**config.mk**
```make
export PLATFORM = sky130hd
export DESIGN_NAME = flp_pwm
export DESIGN_NICKNAME = d
export VERILOG_FILES = /design/src/rtl/flp_src_tick.v /design/src/rtl/flp_pwm.v
export VERILOG_INCLUDE_DIRS = /design/src /design/src/rtl
export SDC_FILE = /design/constraint.sdc
export NUM_CORES = 1
export LEC_CHECK = 0
export BUFFER_PORTS_ARGS = -buffer_cell sky130_fd_sc_hd__buf_4
export CAP_MARGIN = 30
export CORE_MARGIN = 2
export CORE_UTILIZATION = 55
export CTS_CLUSTER_SIZE = 40
export DETAILED_ROUTE_END_ITERATION = 6
export PLACE_DENSITY = 0.84
export SLEW_MARGIN = 20
export SYNTH_ARGS = -nofsm -noshare
export SYNTH_HDL_FRONTEND = slang
export SYNTH_SLANG_ARGS = --single-unit
```
**constraint.sdc**
```tcl
create_clock -name clock -period 3 [get_ports clock]
set_input_delay 0.3 -clock clock [delete_from_list [all_inputs] [get_ports clock]]
set_output_delay 0.3 -clock clock [all_outputs]
set_load 0.05 [all_outputs]
```
**src/rtl/flp_defines.vh**
```
`ifndef FLP_DEFINES_VH
`define FLP_DEFINES_VH

// register byte offsets
`define FLP_OFS_HIGH_TIME 8'h00
`define FLP_OFS_LOW_TIME 8'h04
`define FLP_OFS_CONFIG 8'h08

// configuration field positions
`define FLP_CFG_ENABLE_BIT 0
`define FLP_CFG_SRC_SEL_BIT 1
`define FLP_CFG_INVERT_BIT 2
`define FLP_CFG_PRE_LSB 3
`define FLP_CFG_PRE_MSB 6
`define FLP_CFG_WIDTH 7

// reset values
`define FLP_RST_HIGH_TIME 16'h0000
`define FLP_RST_LOW_TIME 16'hffff
`define FLP_RST_CONFIG 7'h00

// widths
`define FLP_CNT_WIDTH 16
`define FLP_PRE_WIDTH 4

// nominal source clock rates in kHz, for reference by users of the block
`define FLP_FAST_SRC_KHZ 48000
`define FLP_SLOW_SRC_KHZ 100

// holding byte flags: bit 0/1 high-time low/high byte, bit 2/3 low-time bytes
`define FLP_HOLD_ALL 4'hf

`endif

```
**src/rtl/flp_src_tick.v**
```verilog
`timescale 1ns/1ns
`include "flp_defines.vh"

// source clock synchroniser, select and prescaler; issues one count-enable pulse
module flp_src_tick (
    input wire clock, // system clock, 125 MHz
    input wire resetn, // asynchronous reset, active low
    input wire src_fast, // fast source clock pin, nominally 48 MHz
    input wire src_slow, // slow source clock pin, nominally 100 kHz
    input wire sel_slow, // 1 selects the slow source
    input wire [`FLP_PRE_WIDTH-1:0] prescale, // divide by prescale+1
    input wire run, // counting allowed; low clears the prescaler
    output wire tick // one-cycle count enable
);

    // three-stage synchronisers, one per source
    reg [2:0] fast_sync_ff;
    reg [2:0] slow_sync_ff;
    // filtered levels, updated only when stages two and three agree
    reg fast_lvl_ff;
    reg slow_lvl_ff;
    // prescaler edge counter
    reg [`FLP_PRE_WIDTH-1:0] pre_cnt_ff;
    reg [`FLP_PRE_WIDTH-1:0] nxt_pre_cnt;
    reg tick_ff;
    reg nxt_tick;
    wire fast_rise;
    wire slow_rise;
    wire src_rise;

    // sample both pins; stage one feeds stage two only
    always @(posedge clock or negedge resetn) begin
        if (!resetn) begin
            fast_sync_ff <= 3'h0;
            slow_sync_ff <= 3'h0;
        end else begin
            fast_sync_ff <= {fast_sync_ff[1:0], src_fast};
            slow_sync_ff <= {slow_sync_ff[1:0], src_slow};
        end
    end

    // a level change counts once two settled samples agree
    always @(posedge clock or negedge resetn) begin
        if (!resetn) begin
            fast_lvl_ff <= 1'b0;
            slow_lvl_ff <= 1'b0;
        end else begin
            if (fast_sync_ff[1] == fast_sync_ff[2]) begin
                fast_lvl_ff <= fast_sync_ff[2];
            end
            if (slow_sync_ff[1] == slow_sync_ff[2]) begin
                slow_lvl_ff <= slow_sync_ff[2];
            end
        end
    end

    // rising edge of each filtered source
    assign fast_rise = fast_sync_ff[1] & fast_sync_ff[2] & ~fast_lvl_ff;
    assign slow_rise = slow_sync_ff[1] & slow_sync_ff[2] & ~slow_lvl_ff;

    assign src_rise = sel_slow ? slow_rise : fast_rise;

    // enable pulse, no clock
    // the counter stays on the system clock, so a source change never glitches it
    always @* begin
        nxt_pre_cnt = pre_cnt_ff;
        nxt_tick = 1'b0;
        if (!run) begin
            // cleared while stopped so each run starts on a whole divide
            nxt_pre_cnt = {`FLP_PRE_WIDTH{1'b0}};
        end else if (src_rise) begin
            if (pre_cnt_ff == prescale) begin
                nxt_pre_cnt = {`FLP_PRE_WIDTH{1'b0}};
                nxt_tick = 1'b1;
            end else begin
                nxt_pre_cnt = pre_cnt_ff + 4'h1;
            end
        end
    end

    // prescaler state
    always @(posedge clock or negedge resetn) begin
        if (!resetn) begin
            pre_cnt_ff <= {`FLP_PRE_WIDTH{1'b0}};
            tick_ff <= 1'b0;
        end else begin
            pre_cnt_ff <= nxt_pre_cnt;
            tick_ff <= nxt_tick;
        end
    end

    assign tick = tick_ff;

endmodule // flp_src_tick

```
**src/rtl/flp_pwm.v**
```verilog
// Summary of operation
// - on time lasts high count plus one
// - zero high, nonzero low: output off
// - fast source clock input accepted
// - slow source clock input accepted
// - config picks source and prescale
// - period is prescale plus one times both phases
// - output toggles between on and off
// - sleep clears counters, output off
// - reset restores every default
// - no interrupt from this block
// - high and low time writes land in holding storage
// - transfer after four bytes, off end
// - full on transfers at once
// - transfer empties the holding storage
// - reads return active values only
// - off phase low count plus one; zero is full on
// - config bit two inverts output
// - disable resets counters, output inactive
// - select bit one picks slow clock
`timescale 1ns/1ns
`include "flp_defines.vh"

module flp_pwm #(
    parameter ADDR_W = 8 // register address width
) (
    input wire clock, // system clock, 125 MHz
    input wire resetn, // system wide reset, active low, asynchronous
    input wire [ADDR_W-1:0] reg_addr, // register byte address
    input wire [31:0] reg_wdata, // write data
    input wire [3:0] reg_wbe, // write byte enables
    input wire reg_wr, // write strobe, one cycle
    input wire reg_rd, // read strobe, one cycle
    output wire [31:0] reg_rdata, // read data, valid the cycle after reg_rd
    input wire src_fast, // fast source clock pin
    input wire src_slow, // slow source clock pin
    input wire sleep_req, // sleep request from power clock reset unit
    output wire pulse_pin_out // pulse output to fan or led
);

    // phase machine states, one-hot
    localparam ST_IDLE = 3'b001; // stopped, output inactive
    localparam ST_HIGH = 3'b010; // on phase counting
    localparam ST_LOW = 3'b100; // off phase counting

    // active registers that load the counter
    reg [15:0] high_phase_count_ff;
    reg [15:0] nxt_high_phase_count;
    reg [15:0] low_phase_count_ff;
    reg [15:0] nxt_low_phase_count;
    // configuration
    reg [`FLP_CFG_WIDTH-1:0] config_ff;
    reg [`FLP_CFG_WIDTH-1:0] nxt_config;
    // holding storage and its per-byte written flags
    reg [15:0] hold_high_ff;
    reg [15:0] nxt_hold_high;
    reg [15:0] hold_low_ff;
    reg [15:0] nxt_hold_low;
    reg [3:0] hold_flag_ff;
    reg [3:0] nxt_hold_flag;
    // phase machine
    reg [2:0] state_ff;
    reg [2:0] nxt_state;
    reg [`FLP_CNT_WIDTH-1:0] cnt_ff;
    reg [`FLP_CNT_WIDTH-1:0] nxt_cnt;
    // output and read data
    reg pulse_ff;
    reg nxt_pulse;
    reg [31:0] rdata_ff;
    reg [31:0] nxt_rdata;

    wire cfg_enable;
    wire cfg_invert;
    wire cfg_sel_slow;
    wire [`FLP_PRE_WIDTH-1:0] cfg_pre;
    wire run;
    wire tick;
    wire sel_high;
    wire sel_low;
    wire sel_cfg;
    wire [3:0] byte_hit;
    wire hold_full;
    wire full_on;
    wire full_off;
    wire off_end;
    wire xfer;
    wire [15:0] load_high;
    wire [15:0] load_low;

    // configuration fields
    assign cfg_enable = config_ff[`FLP_CFG_ENABLE_BIT];
    assign cfg_sel_slow = config_ff[`FLP_CFG_SRC_SEL_BIT];
    assign cfg_invert = config_ff[`FLP_CFG_INVERT_BIT];
    assign cfg_pre = config_ff[`FLP_CFG_PRE_MSB:`FLP_CFG_PRE_LSB];

    assign run = cfg_enable & ~sleep_req;

    flp_src_tick u_src_tick (
        .clock(clock),
        .resetn(resetn),
        .src_fast(src_fast),
        .src_slow(src_slow),
        .sel_slow(cfg_sel_slow),
        .prescale(cfg_pre),
        .run(run),
        .tick(tick)
    );

    // address decode
    assign sel_high = (reg_addr == `FLP_OFS_HIGH_TIME);
    assign sel_low = (reg_addr == `FLP_OFS_LOW_TIME);
    assign sel_cfg = (reg_addr == `FLP_OFS_CONFIG);

    // bytes of the holding storage touched by this write
    assign byte_hit = {4{reg_wr}} & {sel_low & reg_wbe[1], sel_low & reg_wbe[0],
                                     sel_high & reg_wbe[1], sel_high & reg_wbe[0]};
    assign hold_full = (hold_flag_ff == `FLP_HOLD_ALL);

    // zero low count is full on
    assign full_on = (low_phase_count_ff == 16'h0000);
    assign full_off = (high_phase_count_ff == 16'h0000) & ~full_on;

    // last tick of the off phase
    assign off_end = (state_ff == ST_LOW) & tick & (cnt_ff == 16'h0000);

    // full on transfers at once
    // while stopped no off phase ever ends, so the transfer is immediate
    // leaving full on this way moves the output a few clocks after the write
    assign xfer = hold_full & (off_end | full_on | ~run);

    // value the counter loads for the on phase, new one if a transfer is happening; load_low is unused
    assign load_high = xfer ? hold_high_ff : high_phase_count_ff;
    assign load_low = xfer ? hold_low_ff : low_phase_count_ff;

    // capture into holding storage
    // halfword access is the expected use; byte writes are still tracked
    always @* begin
        nxt_hold_high = hold_high_ff;
        nxt_hold_low = hold_low_ff;
        if (byte_hit[0]) begin
            nxt_hold_high[7:0] = reg_wdata[7:0];
        end
        if (byte_hit[1]) begin
            nxt_hold_high[15:8] = reg_wdata[15:8];
        end
        if (byte_hit[2]) begin
            nxt_hold_low[7:0] = reg_wdata[7:0];
        end
        if (byte_hit[3]) begin
            nxt_hold_low[15:8] = reg_wdata[15:8];
        end
    end

    // transfer empties holding
    // a byte written in the transfer cycle keeps its flag: set wins
    always @* begin
        nxt_hold_flag = (hold_flag_ff & ~{4{xfer}}) | byte_hit;
    end

    // active registers and configuration
    always @* begin
        nxt_high_phase_count = high_phase_count_ff;
        nxt_low_phase_count = low_phase_count_ff;
        nxt_config = config_ff;
        if (xfer) begin
            nxt_high_phase_count = hold_high_ff;
            nxt_low_phase_count = hold_low_ff;
        end
        // config writes take effect directly
        if (reg_wr & sel_cfg & reg_wbe[0]) begin
            nxt_config = reg_wdata[`FLP_CFG_WIDTH-1:0];
        end
    end

    // phase machine and down counter
    always @* begin
        nxt_state = state_ff;
        nxt_cnt = cnt_ff;
        case (state_ff)
            ST_IDLE: begin
                // start with the on phase as soon as running
                if (run) begin
                    nxt_state = ST_HIGH;
                    nxt_cnt = load_high;
                end
            end
            ST_HIGH: begin
                if (tick) begin
                    if (cnt_ff == 16'h0000) begin
                        nxt_state = ST_LOW;
                        nxt_cnt = low_phase_count_ff;
                    end else begin
                        nxt_cnt = cnt_ff - 16'h0001;
                    end
                end
            end
            ST_LOW: begin
                if (tick) begin
                    if (cnt_ff == 16'h0000) begin
                        nxt_state = ST_HIGH;
                        nxt_cnt = load_high;
                    end else begin
                        nxt_cnt = cnt_ff - 16'h0001;
                    end
                end
            end
            default: begin
                // illegal code recovers to idle
                nxt_state = ST_IDLE;
                nxt_cnt = 16'h0000;
            end
        endcase
        if (!run) begin
            nxt_state = ST_IDLE;
            nxt_cnt = 16'h0000;
        end
    end

    // output level before inversion is decided by phase and the hold cases
    always @* begin
        nxt_pulse = 1'b0;
        if (nxt_state == ST_IDLE) begin
            nxt_pulse = 1'b0;
        end else if (full_on) begin
            nxt_pulse = 1'b1;
        end else if (full_off) begin
            nxt_pulse = 1'b0;
        end else begin
            nxt_pulse = (nxt_state == ST_HIGH);
        end
    end

    // reads show active values
    // unmapped addresses read as zero
    always @* begin
        nxt_rdata = 32'h00000000;
        if (reg_rd) begin
            if (sel_high) begin
                nxt_rdata = {16'h0000, high_phase_count_ff};
            end else if (sel_low) begin
                nxt_rdata = {16'h0000, low_phase_count_ff};
            end else if (sel_cfg) begin
                nxt_rdata = {25'h0000000, config_ff};
            end
        end
    end

    // every state flop shares one reset process so defaults cannot drift apart
    // reset restores defaults
    always @(posedge clock or negedge resetn) begin
        if (!resetn) begin
            high_phase_count_ff <= `FLP_RST_HIGH_TIME;
            low_phase_count_ff <= `FLP_RST_LOW_TIME;
            config_ff <= `FLP_RST_CONFIG;
            hold_high_ff <= `FLP_RST_HIGH_TIME;
            hold_low_ff <= `FLP_RST_LOW_TIME;
            hold_flag_ff <= 4'h0;
            state_ff <= ST_IDLE;
            cnt_ff <= 16'h0000;
            pulse_ff <= 1'b0;
            rdata_ff <= 32'h00000000;
        end else begin
            high_phase_count_ff <= nxt_high_phase_count;
            low_phase_count_ff <= nxt_low_phase_count;
            config_ff <= nxt_config;
            hold_high_ff <= nxt_hold_high;
            hold_low_ff <= nxt_hold_low;
            hold_flag_ff <= nxt_hold_flag;
            state_ff <= nxt_state;
            cnt_ff <= nxt_cnt;
            pulse_ff <= nxt_pulse;
            rdata_ff <= nxt_rdata;
        end
    end

    // polarity select
    // inversion sits after the flop so a polarity write acts next cycle,
    // also while stopped, keeping the idle level truly inactive
    assign pulse_pin_out = pulse_ff ^ cfg_invert;

    // registered read data, zero outside the cycle after a read
    assign reg_rdata = rdata_ff;


endmodule // flp_pwm

```
==> results of run 1 <==
critical path: stages, from the launching register on:
cell	delay, ps
dfrtp_1	420
inv_1	90
ha_1	190
nor3b_1	320
nand4_2	220
o211ai_2	290
nand2_2	270
mux2_4	390
a221o_1	340
power by group through the flow:
stage / registers (W) / clock network, W / logic [W]
6_report: 0.00172 / 0.00200 / 0.000179
3_3_place_gp: 0.00175 / 0 / 0.000170
3_5_place_dp: 0.00175 / 0 / 0.000176
5_1_grt: 0.00173 / 0.00211 / 0.000195
4_1_cts: 0.00172 / 0.00202 / 0.000181
2_1_floorplan: 0.00174 / 0 / 0.000108
worst paths after layout:
kind	from	endpoint	slack, ps	cells past startpoint
setup reg to reg	cnt_ff[0]	cnt_ff[0]	330	8
max in group asynchronous	resetn	low_phase_count_ff[14]	1890	3
hold reg to reg	u_src_tick.slow_sync_ff[0]	u_src_tick.slow_sync_ff[1]	350	0
setup / recovery	cnt_ff[0]	cnt_ff[0]	330	8
hold / removal	reg_wdata[14]	hold_low_ff[14]	20	2
min in group asynchronous	resetn	u_src_tick.slow_sync_ff[2]	270	2
metal layers:
| metal | wire length [microns] | GRT usage | vias to the layer above |
|---|---|---|---|
| met4 | 299 | 0.107 | 0 |
| li1 | - | - | 1915 |
| met5 | 0 | 0 | - |
| met2 | 6980 | 0.413 | 250 |
| met1 | 5820 | 0.363 | 2192 |
| met3 | 1140 | 0.0602 | 29 |
state kept, by name, summed over array words and instances (netlist names), 4 cells and up:
register and flops:
hold_low_ff 16, cnt_ff 16, high_phase_count_ff 16, u_src_tick.pre_cnt_ff 4, hold_high_ff 16, low_phase_count_ff 16
hold_flag_ff 4, reg_rdata 16, config_ff 7
what timing repair did:
item	in CTS	in global routing
hold buffers	3	0
hold endpoints to repair	31	0
resized for setup	0	0
area by class of cell:
| cell class | count | area (sq um) |
|---|---|---|
| tap | 136 | 170 |
| clock buffer | 21 | 439 |
| fill | 708 | 3420 |
| inverter | 3 | 11.3 |
| multi-input combinational | 354 | 2520 |
| timing repair buffer | 61 | 478 |
| clock inverter | 11 | 144 |
| sequential | 124 | 3140 |
placed cells by master (no fill, tap or decap), types with 3 or more instances in the layout:
master / n
nand3_1: 20
nor3b_1: 3
xnor2_1: 10
nand2b_1: 5
clkbuf_1: 3
nor4_1: 12
inv_1: 3
conb_1: 16
nand4_1: 6
nor2b_1: 12
buf_4: 57
mux2_2: 57
a22oi_1: 13
o21ai_0: 16
clkbuf_16: 16
and3_1: 7
mux2i_1: 7
nand2_1: 24
mux2_4: 5
bufinv_16: 3
nor2_1: 31
xor2_1: 8
a221o_1: 5
dlygate4sd3_1: 3
dfstp_2: 33
a21o_1: 16
nor3_1: 4
clkinv_2: 4
dfrtp_1: 91
a221oi_1: 9
a21oi_1: 34
clkinv_4: 3
ha_1: 4
through the flow:
step / util / setup WS, ps / total power [W] / hold WS, ps
CTS: 0.669 / 383 / 0.00393 / 2.81
floorplan: - / 723 / 0.00185 / 4.41
global placement: 0.610 / 474 / 0.00192 / 253
detailed placement: 0.610 / 373 / 0.00193 / 260
global route: 0.669 / 145 / 0.00403 / 6.35
finish: 0.669 / 326 / 0.00390 / 19.9
synth_stat cells (all sizes together) (3+ instances only):
master | n | area, sq um
nor3 | 6 | 40.0
a221oi | 9 | 78.8
mux2 | 62 | 717
xnor2 | 10 | 87.6
xor2 | 8 | 70.1
nand4 | 7 | 50.1
dfrtp | 91 | 2280
mux2i | 7 | 70.1
a22oi | 13 | 97.6
a21o | 16 | 120
ha | 4 | 50.1
nand2b | 5 | 31.3
o21ai | 17 | 85.1
dfstp | 33 | 867
buf | 20 | 139
clkbuf | 18 | 67.6
inv | 3 | 11.3
nor4 | 14 | 109
nor2 | 31 | 116
and3 | 7 | 43.8
a21oi | 34 | 170
nand3 | 20 | 100
nand2 | 25 | 96.4
nor3b | 3 | 22.5
nor2b | 12 | 75.1
a221o | 5 | 50.1
logic make-up (layout without fill, tap and decap cells):
group                      after synthesis  after routing  share of synthesized area
and+or+nand+nor                        143            143                      0.134
DFF                                    124            124                      0.540
AOI/OAI and AO/OA                      104            104                      0.118
muxes                                   69             69                      0.135
buffers and inverters                   41             96                     0.0374
xor gates and xnor gates                18             18                     0.0271
adders and majority gates                4              4                    0.00859
other                                    1             16                   0.000644
==> impl_metrics.env, run 1 <==
export IMPL_post_cts_setup_buffers=0
export IMPL_nNetsFinal=616
export IMPL_swShare=0.218
export IMPL_grt_max_degree=95
export IMPL_period_needed_ps=2670
export IMPL_clkSinkCount=124
export IMPL_antenna_found_initial=0
export IMPL_cp_start_kind="flop"
export IMPL_syn_cell_area_sq_um=5830
export IMPL_yosysSeqAreaShare=0.540
export IMPL_synth_cells=504
export IMPL_routed_wl_microns=14200
export IMPL_drv_slew=0
export IMPL_ir_worst_vdd_mv=0.511
export IMPL_critPathMaxFanout=12
export IMPL_cts_buffers=17
export IMPL_setup_viol=0
export IMPL_core_region_area_sq_um=10300
export IMPL_port_buffers=49
export IMPL_power_frac_seq=0.442
export IMPL_cp_data_arrival_time_ps=3080
export IMPL_p_sw_w=0.000851
export IMPL_final_cells=710
export IMPL_via_per_inst=6.18
export IMPL_hpwl_microns=9620
export IMPL_grt_pass1_vias=4331
export IMPL_die_w_microns=107
export IMPL_post_route_period_util=0.891
export IMPL_postLayoutCellArea_sq_um=6910
export IMPL_drt_pass1_iterations=5
export IMPL_avgSynthCellArea_sq_um=11.6
export IMPL_antenna_cells=0
export IMPL_synth_ff_type="dfrtp_1"
export IMPL_rsz0062_at_grt="false"
export IMPL_place_area_sq_um=6290
export IMPL_ios=84
export IMPL_vias=4386
export IMPL_clock_latency_ps=520
export IMPL_drt_iter0_drc=594
export IMPL_syn_to_final_growth_pct=18.6
export IMPL_cp_end_kind="flop"
export IMPL_rows=37
export IMPL_critPathKind="flop to flop"
export IMPL_relSlewSlack=0.512
export IMPL_htree_levels=4
export IMPL_combPwrFrac=0.046
export IMPL_grt_usage=0.265
export IMPL_p_int_w=0.00305
export IMPL_min_path_type="input pin to flop"
export IMPL_root_buffer="clkbuf_8"
export IMPL_grt_overflow=0
export IMPL_ant_nets=0
export IMPL_cts_tree="yes"
export IMPL_fmax_ghz=0.374
export IMPL_grt_pass1_wl_microns=23000
export IMPL_die_h_microns=107
export IMPL_fp_dieArea_sq_um=11400
export IMPL_pwr_share_clk=0.512
export IMPL_maxCapViolations=0
export IMPL_worst_pin_slew_ps=729
export IMPL_dp_cells=675
export IMPL_status="completed"
export IMPL_required_ps=3400
export IMPL_fin_skew_ps=9.93
export IMPL_p_per_area_nw_per_um2=565
export IMPL_ys_ff_latch=124
export IMPL_synth_warnings=0
export IMPL_p_leak_nw=3.27
export IMPL_drive_gt1_frac=0.333
export IMPL_hold_viol=0
export IMPL_wl_per_cell_microns=20.1
export IMPL_tns_ps=0
export IMPL_start_util=0.564
export IMPL_ys_types=55
export IMPL_synth_edf_count=0
export IMPL_cts_path_max_buffers=2
export IMPL_async_flop_share=1.00
export IMPL_path_clk_slew_ps=60
export IMPL_globalplace_congestion=0.894
export IMPL_drc_errors=0
No activity file was read; power rests on OpenSTA's default activity.
==> run 2: changes to the inputs <==
Settings changed: PLACE_DENSITY 0.84 to unset, PLACE_DENSITY_LB_ADDON set to 0.25.
==> run 2 against run 1 <==
Compared with the run above: routed wire length down 5.4%; via count down 2.7%; combinational power about the same; setup slack better by 11 ps.
==> impl_metrics.env, run 2 (synthesis gave the netlist of run 1 again) <==
export IMPL_status="completed"
export IMPL_core_region_area_sq_um=10300
export IMPL_post_route_period_util=0.888
export IMPL_drc_errors=0
export IMPL_cts_resized=0
export IMPL_fmax_ghz=0.375
export IMPL_via_per_inst=6.01
export IMPL_cts_tree="yes"
export IMPL_path_clk_slew_ps=50
export IMPL_grt_max_degree=66
export IMPL_cts_buffers=17
export IMPL_cp_data_arrival_time_ps=3060
export IMPL_min_path_type="input pin to flop"
export IMPL_clkSinkCount=124
export IMPL_rsz0062_at_grt="false"
export IMPL_htree_levels=4
export IMPL_grt_pass1_vias=4187
export IMPL_setup_viol=0
export IMPL_root_buffer="clkbuf_8"
export IMPL_grt_usage=0.252
export IMPL_die_h_microns=107
export IMPL_num_fill_cells=779
export IMPL_drv_slew=0
export IMPL_clock_latency_ps=520
export IMPL_hold_viol=0
export IMPL_fin_skew_ps=7.87
export IMPL_port_buffers=49
export IMPL_critPathKind="flop to flop"
export IMPL_whs_ps=25.1
export IMPL_fp_dieArea_sq_um=11400
export IMPL_drt_pass1_iterations=6
export IMPL_grt_pass1_wl_microns=21600
export IMPL_cp_start_kind="flop"
export IMPL_die_w_microns=107
export IMPL_cp_end_kind="flop"
export IMPL_final_common_cell="dfrtp_1"
export IMPL_vias=4269
export IMPL_start_util=0.564
export IMPL_routed_wl_microns=13500
export IMPL_drt_iter0_drc=337
export IMPL_ir_worst_vdd_mv=0.425
export IMPL_worst_pin_slew_ps=757
export IMPL_p_leak_nw=3.26
export IMPL_layout_common_cells="dfrtp_1 (91), mux2_2 (57), buf_4 (57)"
export IMPL_post_cts_setup_buffers=0
export IMPL_tns_ps=0
export IMPL_syn_to_final_growth_pct=18.1
export IMPL_rr_startpoint="cnt_ff[0]"
export IMPL_wl_per_cell_microns=19.0
export IMPL_drive_gt1_frac=0.331
export IMPL_critPathMaxFanout=11
export IMPL_rows=37
export IMPL_required_ps=3390
export IMPL_p_per_area_nw_per_um2=553
export IMPL_maxCapViolations=0
export IMPL_ant_nets=0
export IMPL_startpoint="cnt_ff[0]"
export IMPL_relSlewSlack=0.493
export IMPL_min_from="reg_wdata[15]"
export IMPL_nNetsFinal=616
export IMPL_grt_overflow=0
export IMPL_ios=84
export IMPL_antenna_found_initial=0
export IMPL_period_needed_ps=2660
export IMPL_globalplace_congestion=0.884
export IMPL_cts_path_max_buffers=2
export IMPL_antenna_cells=0
export IMPL_hpwl_microns=9410
==> run 2: path summary, 6_finish.rpt <==
kind,slack (ps),end,cells past startpoint
worst min-delay path,30,hold_high_ff[15],2
worst max-delay path,340,cnt_ff[0],8
max in group asynchronous,1760,low_phase_count_ff[14],3
worst min register to register,350,u_src_tick.fast_sync_ff[1],0
min in group asynchronous,410,u_src_tick.slow_sync_ff[1],2
worst max register to register,340,cnt_ff[0],8
==> run 2: what timing repair did <==
item / 4_1_cts / 5_1_grt
endpoints found under the setup margin: 0 / 0
hold buffers: 3 / 0
hold endpoints to repair: 41 / 0
==> run 2: critical path: stages, from the launching register on <==
cell and delay [ps]:
dfrtp_1 420, inv_1 100, ha_1 200, nor3b_1 330, nand4_2 210, o211ai_2 290, nand2_2 270, mux2_4 390
a221o_1 320
==> run 2: through the flow <==
step / cells / worst slack (ps) / total power (W) / instance area (sq um) / util
2_1_floorplan: 519 / 723 / 0.00185 / 5880 / -
3_3_place_gp: 675 / 448 / 0.00192 / 6290 / 0.610
3_5_place_dp: 675 / 368 / 0.00192 / 6290 / 0.610
4_1_cts: 710 / 343 / 0.00383 / 6880 / 0.666
5_1_grt: 710 / 109 / 0.00393 / 6880 / 0.666
6_report: 710 / 336 / 0.00381 / 6880 / 0.666
==> run 2: report_power, final <==
part	switching [W]	leakage [nW]	internal (W)
combinational	0.000116	1.39	0.0000611
sequential	0.0000169	1.59	0.00171
clock	0.000691	0.275	0.00122
==> run 2: per-layer routing <==
metal  GRT usage  wire [microns]  up-vias
li1            -               -     1928
met3      0.0578             987       18
met5           0               0        -
met1       0.351            5770     2160
met2       0.389            6550      163
met4      0.0918             155        0
==> run 2: final cells by class <==
cell class                 count  area [sq um]  area share
clock inverter                 9          97.6      0.0142
multi-input combinational    354          2520       0.366
sequential                   124          3140       0.457
clock buffer                  23           457      0.0664
timing repair buffer          61           478      0.0695
tap                          136           170      0.0247
inverter                       3          11.3     0.00164
